`src/rsp_pkg.sv`:
```
// Package with constants and a parity function for the rotary sensor serial slave port
package rsp_pkg;

  // ----------------------------------------------------------------------
  // Frame layout
  // ----------------------------------------------------------------------
  localparam int unsigned FRAME_BITS = 16;
  localparam logic [4:0] BIT_CNT_FULL = 5'h10;
  localparam logic [4:0] BIT_CNT_ZERO = 5'h00;
  localparam logic [15:0] WORD_ZERO = 16'h0000;
  localparam int unsigned MSB_POS = 15;

  // ----------------------------------------------------------------------
  // Commands (parity bit dropped before compare)
  // ----------------------------------------------------------------------
  localparam logic [14:0] CMD_NOP = 15'h0000;
  localparam logic [14:0] CMD_CLEAR_FAULT = 15'h7380;
  localparam logic [14:0] CMD_SOFT_RESET = 15'h3C00;
  localparam logic [14:0] CMD_READ_ERR = 15'h7340;
  localparam int unsigned SOFT_RES_DATA_BIT = 2;

  // ----------------------------------------------------------------------
  // Timing
  // ----------------------------------------------------------------------
  localparam int unsigned CLK_PERIOD_NS = 20;
  localparam int unsigned RELEASE_MAX_NS = 50;
  localparam int unsigned RELEASE_CYCLES = RELEASE_MAX_NS / CLK_PERIOD_NS;

  // Even parity over a whole word: true when parity holds
  function automatic logic rsp_parity_ok(input logic [15:0] w);
    return ~(^w);
  endfunction

endpackage

```
`src/rsp_sync.sv`:
```
// Two flip-flop synchroniser for the serial port pins
`timescale 1ns/10ps
module rsp_sync #(
  parameter int unsigned W = 3
) (
  input  wire logic         clk_sys,
  input  wire logic         reset,
  input  wire logic [W-1:0] din,
  output logic      [W-1:0] dout
);
  logic [W-1:0] meta;

  always_ff @(posedge clk_sys) begin
    if (reset) begin
      meta <= '1;
      dout <= '1;
    end else begin
      meta <= din;
      dout <= meta;
    end
  end
endmodule // rsp_sync

```
`src/rsp_slave.sv`:
```
// Serial slave port of the rotary sensor: frame shifter, command pipe, fault flag
`timescale 1ns/10ps
module rsp_slave (
  input  wire logic        clk_sys,
  input  wire logic        reset,
  input  wire logic        sck,
  input  wire logic        ss_n,
  input  wire logic        mosi,
  input  wire logic        wire_mode_strap,
  input  wire logic [15:0] angle_word,
  output logic             miso,
  output logic             miso_oe_n,
  output logic             transfer_fault_flag,
  output logic             four_wire,
  output logic             frame_done,
  output logic [15:0]      cmd_word
);

  // --------------------------------------------------------------------
  // Pin synchronisation
  // --------------------------------------------------------------------
  logic [2:0] pins_s;

  rsp_sync #(.W(3)) u_sync (
    .clk_sys (clk_sys),
    .reset   (reset),
    .din     ({sck, ss_n, mosi}),
    .dout    (pins_s)
  );

  // --------------------------------------------------------------------
  // State
  // --------------------------------------------------------------------
  typedef enum logic [1:0] {
    RSP_IDLE  = 2'b01,
    RSP_FRAME = 2'b10
  } rsp_state_e;

  typedef struct packed {
    rsp_state_e  state;
    logic        sck_d;
    logic        ss_d;
    logic [4:0]  bit_cnt;
    logic [15:0] shift_in;
    logic [15:0] shift_out;
    logic [15:0] answer;
    logic        miso;
    logic        fault;
    logic        four_wire;
    logic        strap_taken;
    logic        frame_done;
    logic [15:0] cmd_word;
  } rsp_regs_s;

  rsp_regs_s r;
  rsp_regs_s next_r;

  logic sck_s;
  logic ss_s;
  logic mosi_s;
  assign sck_s  = pins_s[2];
  assign ss_s   = pins_s[1];
  assign mosi_s = pins_s[0];

  logic       sck_fall;
  logic       sck_rise;
  logic       ss_fall;
  logic       ss_rise;
  logic [15:0] word_in;
  logic [14:0] cmd_body;
  logic       bad_frame;

  always_comb begin
    next_r     = r;
    sck_fall   = r.sck_d & ~sck_s;
    sck_rise   = ~r.sck_d & sck_s;
    ss_fall    = r.ss_d & ~ss_s;
    ss_rise    = ~r.ss_d & ss_s;
    word_in    = r.shift_in;
    cmd_body   = word_in[15:1];
    bad_frame  = 1'b0;
    next_r.sck_d      = sck_s;
    next_r.ss_d       = ss_s;
    next_r.frame_done = 1'b0;

    // Strap caught once after reset release, again only after reset or a soft-reset command
    if (!r.strap_taken) begin
      next_r.four_wire   = wire_mode_strap;
      next_r.strap_taken = 1'b1;
    end

    unique case (r.state)
      RSP_IDLE: begin
        // Clock edges with select high are simply not looked at
        if (ss_fall) begin
          next_r.state     = RSP_FRAME;
          next_r.bit_cnt   = rsp_pkg::BIT_CNT_ZERO;
          next_r.shift_in  = rsp_pkg::WORD_ZERO;
          next_r.shift_out = r.answer;
          next_r.miso      = r.answer[rsp_pkg::MSB_POS];
        end
      end
      RSP_FRAME: begin
        if (sck_fall) begin
          next_r.shift_in = {r.shift_in[14:0], mosi_s};
          if (r.bit_cnt != 5'h1F) begin
            next_r.bit_cnt = r.bit_cnt + 5'h01;
          end
        end
        if (sck_rise && r.bit_cnt != rsp_pkg::BIT_CNT_ZERO) begin
          next_r.shift_out = {r.shift_out[14:0], 1'b0};
          next_r.miso      = r.shift_out[14];
        end
        if (ss_rise) begin
          next_r.state     = RSP_IDLE;
          next_r.miso      = 1'b0;
          next_r.frame_done = 1'b1;
          next_r.cmd_word  = word_in;
          // Fault sources: clock count, parity, unknown command with bit 15 set
          bad_frame = (r.bit_cnt != rsp_pkg::BIT_CNT_FULL)
                    || !rsp_pkg::rsp_parity_ok(word_in);
          if (!bad_frame && cmd_body != rsp_pkg::CMD_NOP &&
              cmd_body != rsp_pkg::CMD_CLEAR_FAULT &&
              cmd_body != rsp_pkg::CMD_SOFT_RESET &&
              cmd_body != rsp_pkg::CMD_READ_ERR && word_in[15]) begin
            bad_frame = 1'b1;
          end
          // Decoded answer is held for the next frame
          next_r.answer = {1'b0, angle_word[14:0]};
          if (bad_frame) begin
            next_r.fault = 1'b1;
          end else if (cmd_body == rsp_pkg::CMD_CLEAR_FAULT && r.four_wire) begin
            next_r.fault  = 1'b0;
            next_r.answer = rsp_pkg::WORD_ZERO;
          end else if (cmd_body == rsp_pkg::CMD_NOP) begin
            next_r.answer = rsp_pkg::WORD_ZERO;
          end else if (cmd_body == rsp_pkg::CMD_SOFT_RESET) begin
            next_r.strap_taken = 1'b0;
          end
          // Fault shows in the top bit of each reply word
          next_r.answer[rsp_pkg::MSB_POS] = next_r.fault;
        end
      end
    endcase
  end

  always_ff @(posedge clk_sys) begin
    if (reset) begin
      r.state       <= RSP_IDLE;
      r.sck_d       <= 1'b0;
      r.ss_d        <= 1'b1;
      r.bit_cnt     <= rsp_pkg::BIT_CNT_ZERO;
      r.shift_in    <= rsp_pkg::WORD_ZERO;
      r.shift_out   <= rsp_pkg::WORD_ZERO;
      r.answer      <= rsp_pkg::WORD_ZERO;
      r.miso        <= 1'b0;
      r.fault       <= 1'b0;
      r.four_wire   <= 1'b0;
      r.strap_taken <= 1'b0;
      r.frame_done  <= 1'b0;
      r.cmd_word    <= rsp_pkg::WORD_ZERO;
    end else begin
      r <= next_r;
    end
  end

  assign miso                = r.miso;
  // Enable taken straight from the select synchroniser: one more register would
  // release 60 ns after select rises, past the 50 ns limit. Drive starts a clock
  // before the top bit is loaded, long before the master's first sampling edge.
  assign miso_oe_n           = ss_s;
  assign transfer_fault_flag = r.fault;
  assign four_wire           = r.four_wire;
  assign frame_done          = r.frame_done;
  assign cmd_word            = r.cmd_word;
endmodule // rsp_slave

```
`config.mk`:
```
export PLATFORM = sky130hd
export DESIGN_NAME = rsp_slave
export DESIGN_NICKNAME = d
export VERILOG_FILES = /design/src/rsp_pkg.sv /design/src/rsp_sync.sv /design/src/rsp_slave.sv
export SDC_FILE = /design/constraint.sdc
export NUM_CORES = 1
export LEC_CHECK = 0
export ABC_AREA = 0
export ABC_CLOCK_PERIOD_IN_PS = 1900
export BUFFER_PORTS_ARGS = -buffer_cell sky130_fd_sc_hd__buf_2
export CAP_MARGIN = 20
export CORE_MARGIN = 1.5
export CORE_UTILIZATION = 45
export DETAILED_ROUTE_END_ITERATION = 16
export PLACE_DENSITY = 0.7
export SYNTH_ARGS = -nofsm -noshare
export SYNTH_HDL_FRONTEND = slang
export SYNTH_HIERARCHICAL = 1
export SYNTH_SLANG_ARGS = --single-unit
export TNS_END_PERCENT = 30
```
`constraint.sdc`:
```
create_clock -name clk_sys -period 1.9 [get_ports clk_sys]
set_input_delay 0.285 -clock clk_sys [delete_from_list [all_inputs] [get_ports clk_sys]]
set_output_delay 0.285 -clock clk_sys [all_outputs]
set_load 0.005 [all_outputs]
```
# Word-level counts from Yosys, hierarchy flattened

Cells that the tools add are included.
W data, S select, Z words.

Flip-flop bits (word level): 83
Word-level logic and storage cells: 86
Output and inout port bits: 21

Muxes and demuxes: 26
Reductions and logical operators: 20
Bitwise gates (word level): 9
Add/sub/neg operators: 1
Equality and inequality tests: 15

Operators by type and width:

| kind                   | number |
|---|---|
| $pmux W37 S2           | 1 |
| $mux W15               | 3 |
| $mux W37               | 1 |
| $mux W18               | 2 |
| $ne A15 B15 Y1 const B | 2 |
| $mux W21               | 1 |
| $mux W16               | 1 |
| $reduce_xor A16 Y1     | 1 |
| $eq A15 B14 Y1 const B | 1 |
| $eq A15 B15 Y1 const B | 1 |
| $logic_not A15 Y1      | 1 |
| $ne A15 B14 Y1 const B | 1 |
| $reduce_bool A15 Y1    | 1 |
| $mux W1                | 11 |
| $ne A2 B2 Y1 const B   | 5 |
| $ne A5 B5 Y1 const B   | 2 |
| $reduce_and A2 Y1      | 5 |
| $logic_and A1 B1 Y1    | 7 |
| $mux W2                | 3 |
| $add A5 B1 Y5 const B  | 1 |
| $mux W5                | 1 |
| $not A1 Y1             | 5 |
| $reduce_bool A5 Y1     | 1 |
| $and A1 B1 Y1          | 4 |
| 9 further kinds        | 9 |

# Logic depth before layout (Yosys ltp)

Word-level depth: 14
Mapped depth: 8
Gate-level depth less buffers: 7

# Modules after synthesis

The synthesis kept the hierarchy.

By module, submodules not included:

| module    | seq. area each (µm²) | cells each | instances | area each (µm²) |
|---|---|---|---|---|
| rsp_slave | 1521.5               | 427        | 1         | 3478.3 |
| rsp_sync  | 120.1                | 12         | 1         | 157.7 |

# Least setup slack after synthesis

Ideal clock, no wire load.

Kind: reg2reg
From: reg r, in the netlist word_in[6]
To: reg r[26] (netlist bit)
Clock period less this slack: 2.046 ns
Arrival: 1.910 ns
Cell stages (with the launch flop): 9
Library setup time: 0.136 ns
Setup slack: -0.146 ns
Path buffers: 3
Cells stage by stage: dfxtp_1 or4_1 or3_1 buf_2 o21ai_1 and4_1 buf_6 buf_12 a31oi_1

Longest elaborated chain between the ends: 12
Elaborated cells on any way between the ends: 21
Those cells by class: eq/ne: 4; mux: 6; reduce/logical: 11

Ends and longest elaborated chain:

| item                              | RTL line         | source |
|---|---|---|
| start: declaration                | rsp_slave.sv:55  | `rsp_regs_s r;` |
| start signal: assignment          | rsp_slave.sv:163 | `r <= next_r;` |
| $reduce_xor A16 Y1                | rsp_pkg.sv:31    | `return ~(^w);` |
| $logic_or A1 B1 Y1                | rsp_slave.sv:121 | `\|\| !rsp_pkg::rsp_parity_ok(word_in);` |
| $logic_not A1 Y1                  | rsp_slave.sv:122 | `if (!bad_frame && cmd_body != rsp_pkg::CMD_NOP &&` |
| $logic_and A1 B1 Y1 (2 in series) | rsp_slave.sv:122 |  |
| $logic_and A1 B1 Y1               | rsp_slave.sv:123 | `cmd_body != rsp_pkg::CMD_CLEAR_FAULT &&` |
| $logic_and A1 B1 Y1               | rsp_slave.sv:124 | `cmd_body != rsp_pkg::CMD_SOFT_RESET &&` |
| $logic_and A1 B1 Y1               | rsp_slave.sv:125 | `cmd_body != rsp_pkg::CMD_READ_ERR && word_in[15]) begin` |
| $mux W1                           | rsp_slave.sv:122 |  |
| $mux W1                           | rsp_slave.sv:114 | `if (ss_rise) begin` |
| $mux W1                           | rsp_slave.sv:92  | `unique case (r.state)` |
| $mux W15 (*)                      | rsp_slave.sv:130 | `if (bad_frame) begin` |

Mark *: on every way between the ends. The rest lies on a longest branch, timed or not. The select of a mux whose other input is x is not followed.
A chain may end at the register's enable or synchronous reset.

# Final worst setup path

From: reg r, in the netlist word_in[6]
To: reg r[17] (netlist bit)

Longest elaborated chain between the ends: 14
Elaborated cells on any way between the ends: 25
Those cells by class: eq/ne: 5; mux: 9; reduce/logical: 11

Ends and longest elaborated chain:

| item                              | RTL line |
|---|---|
| $reduce_xor A16 Y1                | rsp_pkg.sv:31 |
| $logic_or A1 B1 Y1                | rsp_slave.sv:121 |
| $logic_not A1 Y1                  | rsp_slave.sv:122 |
| $logic_and A1 B1 Y1 (2 in series) | rsp_slave.sv:122 |
| $logic_and A1 B1 Y1               | rsp_slave.sv:123 |
| $logic_and A1 B1 Y1               | rsp_slave.sv:124 |
| $logic_and A1 B1 Y1               | rsp_slave.sv:125 |
| $mux W1                           | rsp_slave.sv:122 |
| $mux W1                           | rsp_slave.sv:114 |
| $mux W1                           | rsp_slave.sv:92 |
| $mux W1 (*)                       | rsp_slave.sv:130 |
| $mux W18 (*)                      | rsp_slave.sv:114 |
| $mux W18 (*)                      | rsp_slave.sv:92 |

Marks and branches as above.

==> flow_metrics.py <==
metrics = {
    "placement": {
        "placed_cell_area_sq_um": 3960,
        "dp_hpwl_um": 5320,
        "portBuffers": 41,
        "gp_congestion": 0.810,
    },
    "critical_path": {
        "path_delay_family": "simple AND/OR/NAND/NOR gates",
        "worst_setup_path_start_kind": "flip-flop",
        "arrival_ns": 2.14,
        "reg2reg_slack_ns": -0.03,
        "cp_num_buf_inv": 1,
        "worstReg2RegEnd": "r[17]$_SDFF_PP0_",
        "endpoint_kind": "flip-flop",
        "r2r_start": "word_in[6]$_SDFFE_PP0P_",
        "critPathMaxFanout": 2,
        "worstSetupPathType": "reg2reg",
        "worstPathRequired_ns": 2.11,
        "reg2reg_depth": 6,
        "worst_path_largest_cell_delay_ns": 0.53,
        "cpMaxStageDelayCell": "or4_4",
        "crit_chain": "or4_4 > or3_4 > o21ai_2 > and4_4 > buf_4 > a41oi_1",
    },
    "synth": {
        "syn-num-nets": 464,
        "ys_warn_count": 6,
        "ys_ff_latch": 82,
        "ys_types": 43,
        "syn_avg_cell_area_sq_um": 8.28,
        "ys_async_sr_fraction_pct": 0,
        "syn_area_sq_um": 3640,
        "yosysSeqAreaShare_pct": 45.1,
        "synth-edff-count": 0,
        "syn_inst": 439,
        "ys.flop_type": "dfxtp_1",
    },
    "global_route": {
        "grt_max_degree": 47,
        "grt_util_all_layers_pct": 19.9,
        "grt_pass1_wl_um": 13500,
        "grt_pass1_vias": 2883,
        "overflow": 0,
        "grt_antenna_before_repair": 0,
    },
    "clock_network": {
        "cts_root_buffer": "clkbuf_8",
        "cts_htree_levels": 3,
        "cts_made_buffers": 9,
        "clock_latency_ns": 0.34,
        "cts.sinks": 82,
        "clkTransAtPathRegs_ns": 0.08,
        "postCtsSetupRepairBufs": 0,
        "clock_path_buffers": 2,
        "cts_tree": "done",
    },
    "cells_and_area": {
        "layout-drive-gt1-share_pct": 19.9,
        "nets": 493,
        "area_growth_pct": 15.5,
        "insertedDiodeCount": 0,
        "fill_cells": 757,
        "design_area_sq_um": 4200,
    },
    "die": {
        "io-pin-count": 43,
        "core_sq_um": 7770,
        "die_w_um": 92.9,
        "fp.dieH_um": 92.9,
        "fp-row-count": 32,
        "dieArea_sq_um": 8630,
        "start_util_pct": 46.8,
    },
    "power_and_ir_drop": {
        "power_density_nw_per_um2": 801,
        "vdd_ir_drop_max_mv": 0.531,
        "total_power_mw": 3.36,
        "p_leak_nw": 1.55,
    },
    "outcome": {
        "violations": "setup timing",
        "outcome": "finished with violations",
    },
    "sta": {
        "finalSetupViolCount": 17,
        "timing.fmax_ghz": 0.519,
        "worst_pin_slew_ns": 0.610,
        "slew_headroom_pct": 59.4,
        "fin_ws_ns": -0.0276,
        "min_period_over_period_pct": 101,
        "period_minus_slack_ns": 1.93,
        "timing.final.hold_violations": 0,
        "drv_slew": 0,
        "fin_skew_ns": 0.00619,
        "rsz0062_at_grt": "true",
    },
    "job": {
        "cap_violations": 0,
    },
    "hold_path": {
        "hold_end": "u_sync/meta[0]$_SDFF_PP1_",
        "holdPathStages": 2,
        "hold_path.class": "in2reg",
        "hold_start": "mosi",
    },
    "routing": {
        "drtIter0Drc": 185,
        "vias": 3068,
        "finalWirelength_um": 8150,
        "drcViolationCount": 0,
        "postRouteAntennaNets": 0,
        "drt_first_pass_iters": 5,
        "wl_per_cell_um": 14.2,
        "viasPerCell": 5.34,
    },
}
-- placed cells by master, fill, tap and decap left out, drive strengths merged, types with 2 or more instances in the layout --
master  instances
nor3b          16
nor4            3
a21o           15
inv             6
nand3b          3
or2             7
nand4           2
nand2b          3
nor2b           3
a311oi         17
nand2          95
ha              3
or3             2
o21ai           5
xnor2          12
or4             3
clkbuf         12
a31oi          15
a22oi          18
a21oi          19
clkinv          2
dfxtp          82
nor3            2
buf            68
nand3           3
nor2           45
-- cell type report --
| cell class | count | area, sq um | share of cell area [%] |
|---|---|---|---|
| Multi-Input combinational cell | 302 | 1730 | 41.3 |
| Sequential cell | 82 | 1640 | 39.2 |
| Timing Repair Buffer | 68 | 470 | 11.2 |
| Clock buffer | 12 | 155 | 3.70 |
| Tap cell | 102 | 128 | 3.04 |
| Clock inverter | 4 | 48.8 | 1.16 |
| Inverter | 5 | 18.8 | 0.447 |
-- state kept, by name (all words and copies together), names as in the netlist --
signal / count
cmd_word: 16
four_wire: 1
frame_done: 1
miso: 1
r: 41
u_sync/dout: 3
u_sync/meta: 3
word_in: 16
-- power breakdown --
| part | switching (mW) | internal, mW |
|---|---|---|
| sequential | 0.0317 | 1.78 |
| combinational | 0.156 | 0.108 |
| clock | 0.609 | 0.681 |
| total | 0.796 | 2.56 |
-- cells in the mapped netlist, drive strengths merged, types with 5 or more instances --
cell type   n  area, sq um
nand2      95          357
dfxtp      82         1640
nor2       45          169
clkbuf     26         98.8
buf        24          179
a21oi      19         95.1
a22oi      18          135
a311oi     17          149
nor3b      16          120
a21o       15          113
a31oi      15         93.8
xnor2      12          105
or2         7         43.8
inv         5         18.8
o21ai       5         25.0
-- stage by stage --
step                      hold WS, ns  util, %  setup TNS (ns)  worst slack [ns]  std cells
after floorplan                 0.382        -           -1.51            -0.131        439
after global placement          0.386     50.9          -0.192           -0.0251        558
after detailed placement        0.392     50.9           -1.22           -0.0844        558
after CTS                      0.0977     53.8         -0.0442           -0.0209        574
after global routing            0.104     54.0           -1.29           -0.0960        575
final                           0.111     54.0          -0.249           -0.0276        575
-- worst reg2reg max path, stage by stage, from the launching register on --
cell and delay (ns):
dfxtp_2 0.33, or4_4 0.53, or3_4 0.35, o21ai_2 0.13, and4_4 0.25, buf_4 0.11, a41oi_1 0.10
-- per-layer routing --
layer	track usage (%)	share of wire, %
met2	30.7	47
met4	8.71	1.6
met5	0	0
met1	26.8	47
met3	3.78	3.6
-- cells by family (layout without fill, tap and decap cells) --
logic type	after synthesis	after routing	share of synthesized area [%]
multiplexers	1	1	0.275
AO/OA/AOI/OAI	93	93	17.7
buffers and inverters	55	89	8.16
AND/OR/NAND/NOR	191	191	24.0
adder cells (fa/ha/maj)	3	3	1.03
flip-flops	82	82	45.1
XOR/XNOR	14	14	3.75
-- how the worst max path moves through the flow --
stage / from / endpoint / cells past startpoint
4_1_cts: word_in[6]$_SDFFE_PP0P_ / r[17]$_SDFF_PP0_ / 6
3_5_place_dp: word_in[6]$_SDFFE_PP0P_ / r[17]$_SDFF_PP0_ / 6
3_3_place_gp: word_in[6]$_SDFFE_PP0P_ / r[17]$_SDFF_PP0_ / 6
5_1_grt: word_in[6]$_SDFFE_PP0P_ / r[17]$_SDFF_PP0_ / 6
2_1_floorplan: word_in[6]$_SDFFE_PP0P_ / r[26]$_SDFFE_PP0P_ / 8
6_report: word_in[6]$_SDFFE_PP0P_ / r[17]$_SDFF_PP0_ / 6
-- what timing repair did --
action	CTS	global route
resized for setup	6	3
hold buffers	0	0
pin swaps	9	7
endpoints found under the setup margin	18	32
cloned	0	0
(Power assumes the default switching activity.)
